[src/hdl/sdram_cfg_pkg.sv]
// Constants and types shared by the synchronous DRAM control register block.
// ============================================================================
// Function
// - The SDRAM settings act only while the DRAM type select bit is 1.
// - Bit 15 permits the SDRAM mode register set when 1, forbids it when 0.
// - Bits 14 to 12 always read as zero and ignore writes.
// - Bit 7 set turns on clock suspend and lengthens the read data cycle.
// - Bit 0 set adds one wait cycle between a write command and precharge.
package sdram_cfg_pkg;

  // ==========================================================================
  // Register map.
  localparam logic [7:0]  DRAM_ENABLE_OFF       = 8'h00;
  localparam logic [7:0]  SYNC_DRAM_CONTROL_OFF = 8'h04;
  localparam logic [7:0]  SDRAM_STATUS_OFF      = 8'h08;

  // Field positions.
  localparam int          DRAM_TYPE_SELECT_BIT  = 0;
  localparam int          MODE_REG_SET_BIT      = 15;
  localparam int          CLOCK_SUSPEND_BIT     = 7;
  localparam int          WRITE_PRECHARGE_BIT   = 0;

  // Values after reset and bit masks.
  localparam logic [15:0] DRAM_ENABLE_RESET     = 16'h0000;
  localparam logic [15:0] SYNC_DRAM_CTRL_RESET  = 16'h0000;
  localparam logic [15:0] DRAM_ENABLE_MASK      = 16'h0001;
  localparam logic [15:0] SYNC_DRAM_CTRL_MASK   = 16'h8D81;

  // SDRAM command codes: chip select, row strobe, column strobe, write enable.
  typedef enum logic [3:0] {
    CMD_NOP       = 4'h7,
    CMD_ACTIVATE  = 4'h3,
    CMD_READ      = 4'h5,
    CMD_WRITE     = 4'h4,
    CMD_PRECHARGE = 4'h2,
    CMD_MODE_SET  = 4'h0
  } sdram_cmd_code_t;

  // Command bundle that goes out to the memory pins.
  typedef struct packed {
    logic            cke;
    sdram_cmd_code_t code;
  } sdram_cmd_t;

  // Settings held for the length of one access.
  typedef struct packed {
    logic mode_reg_set_enable;
    logic clock_suspend_enable;
    logic write_precharge_delay;
  } access_cfg_t;

  localparam sdram_cmd_t  CMD_IDLE_BUS = '{cke: 1'b1, code: CMD_NOP};

endpackage

[src/hdl/access_snapshot.sv]
// Captures the synchronous DRAM settings at the start of each access.
`timescale 1ns/1ps
module access_snapshot (
  input  wire logic                       sys_clk,      // System clock.
  input  wire logic                       reset,        // Async reset.
  input  wire logic                       capture,      // Access starts.
  input  wire logic                       sdram_select, // SDRAM chosen.
  input  wire logic [15:0]                ctrl_value,   // Control register.
  output      sdram_cfg_pkg::access_cfg_t snap          // Held settings.
);
  import sdram_cfg_pkg::*;

  access_cfg_t next_snap;

  // Forces every setting off unless synchronous DRAM is selected.
  always_comb begin
    next_snap = snap;
    if (capture) begin
      if (sdram_select) begin
        next_snap.mode_reg_set_enable   = ctrl_value[MODE_REG_SET_BIT];
        next_snap.clock_suspend_enable  = ctrl_value[CLOCK_SUSPEND_BIT];
        next_snap.write_precharge_delay = ctrl_value[WRITE_PRECHARGE_BIT];
      end else begin
        next_snap = '0;
      end
    end
  end

  // Holds the captured settings until the next access begins.
  always_ff @(posedge sys_clk or posedge reset) begin
    if (reset) begin
      snap <= '0;
    end else begin
      snap <= next_snap;
    end
  end

endmodule // access_snapshot

[src/hdl/sdram_ctrl_block.sv]
// Register file and access sequencer for the synchronous DRAM interface.
`timescale 1ns/1ps
module sdram_ctrl_block (
  input  wire logic                      sys_clk,      // System clock.
  input  wire logic                      reset,        // Async reset.
  input  wire logic [7:0]                reg_addr,     // Register address.
  input  wire logic [15:0]               reg_wdata,    // Write data.
  input  wire logic                      reg_write,    // Write strobe.
  input  wire logic                      reg_read,     // Read strobe.
  output      logic [15:0]               reg_rdata,    // Read data.
  input  wire logic                      acc_req,      // Start an access.
  input  wire logic                      acc_write,    // Access is a write.
  input  wire logic                      mrs_req,      // Mode set request.
  output      logic                      acc_busy,     // Sequencer busy.
  output      logic                      acc_done,     // Access finished.
  output      logic                      rd_capture,   // Read data valid.
  output      logic                      mrs_refused,  // Mode set refused.
  output      sdram_cfg_pkg::sdram_cmd_t sdram_cmd     // Command to SDRAM.
);
  import sdram_cfg_pkg::*;

  // ==========================================================================
  // Sequencer state encoding.
  typedef enum logic [2:0] {
    ST_IDLE     = 3'b000,
    ST_ACTIVATE = 3'b001,
    ST_COLUMN   = 3'b010,
    ST_SUSPEND  = 3'b011,
    ST_DATA     = 3'b100,
    ST_WR_WAIT  = 3'b101,
    ST_PRECHG   = 3'b110,
    ST_MODE_SET = 3'b111
  } seq_state_t;

  logic [15:0] dram_enable_register;
  logic [15:0] sync_dram_control;
  logic [15:0] next_dram_enable_register;
  logic [15:0] next_sync_dram_control;
  logic [15:0] next_reg_rdata;
  logic        dram_type_select;

  seq_state_t  state;
  seq_state_t  next_state;
  logic        is_write;
  logic        next_is_write;
  sdram_cmd_t  next_sdram_cmd;
  logic        next_acc_done;
  logic        next_rd_capture;
  logic        next_mrs_refused;
  logic        capture;
  access_cfg_t snap;

  // Keeps only the bits that software may change in a register.
  function automatic logic [15:0] masked_write(input logic [15:0] data,
                                               input logic [15:0] mask);
    masked_write = data & mask;
  endfunction

  assign dram_type_select = dram_enable_register[DRAM_TYPE_SELECT_BIT];

  // ==========================================================================
  // Register file.

  // Computes register updates and the read answer for the next cycle.
  always_comb begin
    next_dram_enable_register = dram_enable_register;
    next_sync_dram_control    = sync_dram_control;
    next_reg_rdata            = '0;
    if (reg_write) begin
      unique case (reg_addr)
        DRAM_ENABLE_OFF: begin
          next_dram_enable_register = masked_write(reg_wdata,
                                                   DRAM_ENABLE_MASK);
        end
        SYNC_DRAM_CONTROL_OFF: begin
          // Bits 14 to 12, 9 and 6 to 1 drop writes; 11, 10, 8 are kept.
          next_sync_dram_control = masked_write(reg_wdata,
                                                SYNC_DRAM_CTRL_MASK);
        end
        default: begin
          next_sync_dram_control = sync_dram_control;
        end
      endcase
    end
    if (reg_read) begin
      unique case (reg_addr)
        DRAM_ENABLE_OFF:       next_reg_rdata = dram_enable_register;
        SYNC_DRAM_CONTROL_OFF: next_reg_rdata = sync_dram_control;
        SDRAM_STATUS_OFF: begin
          // Bits 7 to 5 settings, bits 3 to 1 state, bit 0 busy.
          next_reg_rdata = {8'h00, snap, 1'b0, state, acc_busy};
        end
        default:               next_reg_rdata = 16'h0000;
      endcase
    end
  end

  // Registers the control words and the read answer.
  always_ff @(posedge sys_clk or posedge reset) begin
    if (reset) begin
      dram_enable_register <= DRAM_ENABLE_RESET;
      sync_dram_control    <= SYNC_DRAM_CTRL_RESET;
      reg_rdata            <= 16'h0000;
    end else begin
      dram_enable_register <= next_dram_enable_register;
      sync_dram_control    <= next_sync_dram_control;
      reg_rdata            <= next_reg_rdata;
    end
  end

  // ==========================================================================
  // Settings snapshot, taken as an access leaves idle.
  assign capture = (state == ST_IDLE) && (acc_req || mrs_req);

  access_snapshot u_snapshot (
    .sys_clk      (sys_clk),
    .reset        (reset),
    .capture      (capture),
    .sdram_select (dram_type_select),
    .ctrl_value   (sync_dram_control),
    .snap         (snap)
  );

  assign acc_busy = (state != ST_IDLE);

  // ==========================================================================
  // Access sequencer.

  // Chooses the next command; the snapshot is valid from ST_ACTIVATE on.
  always_comb begin
    next_state       = state;
    next_is_write    = is_write;
    next_sdram_cmd   = CMD_IDLE_BUS;
    next_acc_done    = 1'b0;
    next_rd_capture  = 1'b0;
    next_mrs_refused = 1'b0;
    unique case (state)
      ST_IDLE: begin
        if (mrs_req) begin
          next_state = ST_MODE_SET;
        end else if (acc_req) begin
          next_is_write = acc_write;
          next_state    = ST_ACTIVATE;
          next_sdram_cmd.code = CMD_ACTIVATE;
        end
      end
      ST_MODE_SET: begin
        if (snap.mode_reg_set_enable) begin
          next_sdram_cmd.code = CMD_MODE_SET;
          next_acc_done       = 1'b1;
        end else begin
          next_mrs_refused    = 1'b1;
        end
        next_state = ST_IDLE;
      end
      ST_ACTIVATE: begin
        next_sdram_cmd.code = is_write ? CMD_WRITE : CMD_READ;
        next_state          = ST_COLUMN;
      end
      ST_COLUMN: begin
        if (is_write) begin
          if (snap.write_precharge_delay) begin
            next_state = ST_WR_WAIT;
          end else begin
            next_sdram_cmd.code = CMD_PRECHARGE;
            next_state          = ST_PRECHG;
          end
        end else if (snap.clock_suspend_enable) begin
          next_sdram_cmd.cke = 1'b0;
          next_state         = ST_SUSPEND;
        end else begin
          next_rd_capture = 1'b1;
          next_state      = ST_DATA;
        end
      end
      ST_SUSPEND: begin
        // The clock is held one cycle so the read data stand longer.
        next_rd_capture = 1'b1;
        next_state      = ST_DATA;
      end
      ST_DATA: begin
        next_sdram_cmd.code = CMD_PRECHARGE;
        next_state          = ST_PRECHG;
      end
      ST_WR_WAIT: begin
        next_sdram_cmd.code = CMD_PRECHARGE;
        next_state          = ST_PRECHG;
      end
      ST_PRECHG: begin
        next_acc_done = 1'b1;
        next_state    = ST_IDLE;
      end
    endcase
  end

  // Registers sequencer state and every output toward the memory.
  always_ff @(posedge sys_clk or posedge reset) begin
    if (reset) begin
      state       <= ST_IDLE;
      is_write    <= 1'b0;
      sdram_cmd   <= CMD_IDLE_BUS;
      acc_done    <= 1'b0;
      rd_capture  <= 1'b0;
      mrs_refused <= 1'b0;
    end else begin
      state       <= next_state;
      is_write    <= next_is_write;
      sdram_cmd   <= next_sdram_cmd;
      acc_done    <= next_acc_done;
      rd_capture  <= next_rd_capture;
      mrs_refused <= next_mrs_refused;
    end
  end

endmodule // sdram_ctrl_block

[config.mk]
export PLATFORM = sky130hd
export DESIGN_NAME = sdram_ctrl_block
export DESIGN_NICKNAME = d
export VERILOG_FILES = /design/src/hdl/sdram_cfg_pkg.sv /design/src/hdl/access_snapshot.sv /design/src/hdl/sdram_ctrl_block.sv
export SDC_FILE = /design/constraint.sdc
export NUM_CORES = 1
export LEC_CHECK = 0
export BUFFER_PORTS_ARGS = -buffer_cell sky130_fd_sc_hd__buf_2
export CAP_MARGIN = 30
export CORE_AREA = 4 4 71 73
export CTS_CLUSTER_SIZE = 8
export DETAILED_ROUTE_END_ITERATION = 6
export DIE_AREA = 0 0 75 77
export PLACE_DENSITY = 0.57
export SETUP_SLACK_MARGIN = 0.3
export SYNTH_ARGS = -nofsm -noshare
export SYNTH_HDL_FRONTEND = slang
export SYNTH_HIERARCHICAL = 1
export SYNTH_SLANG_ARGS = --single-unit
[constraint.sdc]
create_clock -name sys_clk -period 1.2 [get_ports sys_clk]
set_input_delay 0.24 -clock sys_clk [delete_from_list [all_inputs] [get_ports sys_clk]]
set_output_delay 0.24 -clock sys_clk [all_outputs]
set_load 0.02 [all_outputs]
==> run_results.csv <==
group,metric,value,unit
power_and_ir_drop,peakVddDrop,599,uV
timing,slew_viol_final,0,
outcome,outcome,"complete, but fails checks",
finish,postLayoutCoreUtil,52.2,%
worst_setup_path,arrival,1.10,ns
outcome,violations,"negative setup slack",
worst_setup_path,crit_path_start,"state[0]",
routing,drc_errors,0,
timing,period_share,111,%
floorplanning,die_w,75,um
finish,area_growth,62.1,%
logic_synthesis,synth_cell_types,32,
routing,num_vias,1160,
logic_synthesis,synthCells,126,
routing,viasPerCell,4.75,
logic_synthesis,async_flop_share,100,%
worst_setup_path,rrSetupSlack,-0.11,ns
floorplanning,core,4350,um^2
placement,dp_slack,-0.232,ns
finish,final_layout_size_suffix_gt1_share,60.4,%
timing,rsz0062_at_grt,"true",
grt,gr-total-overflow,0,
clocking,htreeDepth,2,
timing,final-setup-viol-count,11,
logic_synthesis,synth_area_leader_cell,"dfrtp_1",
finish,stdcell_area,2270,um^2
routing,finalWirelength,3.50,mm
logic_synthesis,synth_top_area_share,50.0,%
finish,fillCellCount,381,
logic_synthesis,synth_area_leaders,"dfrtp_1, dfstp_2, mux2_2, buf_4, and2_1",
timing,period_minus_slack,1.34,ns
grt,grt-busiest-layer,"met2",
logic_synthesis,yosysMostFrequentCell,"dfrtp_1",
floorplanning,std_cell_rows,24,
grt,track_usage,12.4,%
power_and_ir_drop,seqPwrFrac,34.8,%
floorplanning,start_util,32.2,%
logic_synthesis,avgSynthCellArea,11.1,um^2
grt,grt_pass1_vias,1167,
routing,wl_per_cell,14.4,um
logic_synthesis,synth-warning-count,6,
power_and_ir_drop,p_per_area,1750,nW/um^2
timing,fin_worst_skew,0.00371,ns
logic_synthesis,yosysSeqAreaShare,57.5,%
routing,drtPass1Iterations,4,
worst_setup_path,max_stage_delay,0.42,ns
power_and_ir_drop,swShare,34.2,%
placement,io_buffers,39,
floorplanning,fp.dieH,77,um
logic_synthesis,synth_area,1400,um^2
finish,nets,222,
power_and_ir_drop,pwr-share-clk,20.7,%
worst_setup_path,crit_slowest_cell,"dfrtp_2",
grt,met3_usage,3.14,%
grt,grt_max_degree,30,
worst_setup_path,start_kind,"flop",
clocking,clk_latency,0.27,ns
worst_setup_path,path_cells,"nor3_4 > inv_2 > buf_6",
routing,ant_nets,0,
finish,fin_cells,244,
clocking,cts_tree,"built",
power_and_ir_drop,p_switching,1.37,mW
logic_synthesis,synth_edf_count,0,
flow_run,drv_cap,0,
timing,setup_ws,-0.137,ns
grt,grt_pass1_wl,5.46,mm
placement,post_dp_cell_area,1750,um^2
grt,grt.met2_usage,20.0,%
worst_setup_path,end_kind,"output port",
power_and_ir_drop,pwr-share-comb,44.5,%
clocking,cts_buffer_depth,2,
placement,gp_congestion,0.810,
power_and_ir_drop,total_power,3.99,mW
placement,dp_hpwl,2.34,mm
routing,drt_iter0_drc,48,
grt,antenna_found_initial,0,
clocking,cts_root_buf,"clkbuf_8",
logic_synthesis,synth-seq-cells,32,
logic_synthesis,ys.flop_type,"dfrtp_1",
grt,globalRouteMet1Util,15.1,%
timing,finalHoldViolations,0,
worst_setup_path,path_max_fanout,2,
worst_setup_path,critPathRequiredTime,0.96,ns
floorplanning,die_area,5780,um^2
floorplanning,pin_count,56,
power_and_ir_drop,internal_power,2.62,mW
timing,max_freq,748,MHz
clocking,cts_num_sinks,32,
placement,dp.cells,225,
finish,diodes,0,
worst_setup_path,reg2reg_from,"state[0]",
power_and_ir_drop,p_leak,1.07,nW
clocking,clkTransAtPathRegs,0.06,ns
worst_setup_path,critPathKind,"flop to output port",
worst_hold_path,hp-class,"input pin to async pin",
logic_synthesis,ys_top_cells_by_count,"dfrtp_1, nor2_1, mux2_2",
clocking,cts_buffers,5,
## state kept, by name, summed over array words and instances (netlist names)
register              flops
sdram_cmd                 4
state                     3
u_snapshot/snap           3
is_write                  1
dram_enable_register      1
acc_done                  1
sync_dram_control         6
rd_capture                1
reg_rdata                11
mrs_refused               1
## power by group through the flow
stage / Combinational [mW] / Sequential [mW] / Clock (mW)
2_1_floorplan: 0.654 / 1.49 / 0
3_3_place_gp: 1.01 / 1.38 / 0
3_5_place_dp: 1.03 / 1.38 / 0
4_1_cts: 1.53 / 1.38 / 0.842
5_1_grt: 1.91 / 1.41 / 0.898
6_report: 1.78 / 1.39 / 0.824
## per-stage QoR
step	setup TNS [ns]	hold WS, ns
4_1_cts	-0.290	0.0456
5_1_grt	-1.11	0.0770
3_3_place_gp	-2.02	0.119
3_5_place_dp	-2.55	0.130
2_1_floorplan	-0.0481	-0.00636
6_report	-0.594	0.0301
## final cells by class
class                   count  area, um^2  share of cell area, %
multi-input cells          83         736                   32.4
repair buffers             62         548                   24.1
well taps                  52        65.1                   2.86
clock buffers               8        90.1                   3.96
flip-flops and latches     32         807                   35.5
inverters                   7        26.3                   1.16
## routing by layer
| layer | wire length (um) | vias to the layer above |
|---|---|---|
| met5 | 0 | - |
| met4 | 97 | 0 |
| met3 | 223 | 8 |
| met2 | 1830 | 41 |
| met1 | 1350 | 566 |
| li1 | - | 545 |
## placed cells by master, fill, tap and decap left out, types with 3 or more instances in the layout
| cell | instances |
|---|---|
| clkbuf_8 | 6 |
| nand3_1 | 3 |
| and3_4 | 4 |
| buf_2 | 18 |
| nor2_4 | 4 |
| dfstp_2 | 4 |
| inv_1 | 6 |
| dfrtp_1 | 27 |
| nor2_1 | 6 |
| a21oi_2 | 3 |
| buf_6 | 28 |
| buf_4 | 13 |
| o21ai_1 | 4 |
| nand3_2 | 3 |
| and2_4 | 6 |
| conb_1 | 6 |
| nand2_1 | 5 |
| mux2_4 | 7 |
## cell families (layout without fill, tap and decap cells)
logic type / Yosys count / count (layout) / share of synthesized area (%)
DFF: 32 / 32 / 57.5
AOI/OAI and AO/OA: 15 / 15 / 6.16
muxes: 8 / 8 / 6.43
buffers and inverters: 16 / 77 / 5.98
other: 1 / 6 / 0.268
and+or+nand+nor: 54 / 54 / 23.7
## critical path, delay by kind of cell (launching register included)
kind	cells	cell delay [ns]
simple gates	1	0.21
buf+inv	2	0.19
flops	1	0.42
## worst paths after layout
kind / to / cells after the start
max reg2reg: sdram_cmd[2] / 4
min reg2reg: reg_rdata[11] / 1
min in group sys_clk: sync_dram_control[11] / 2
max in group asynchronous: u_snapshot/snap[1] / 3
max: acc_busy / 3
min: dram_enable_register[0] / 3
## what timing repair did
action / in CTS / in global routing
setup endpoints to repair: 51 / 49
hold buffers: 1 / 0
setup buffers: 7 / 3
endpoints found under the hold margin: 3 / 0
pin swaps: 12 / 11
resized for setup: 75 / 22
Power figures use the tool's default switching activity.
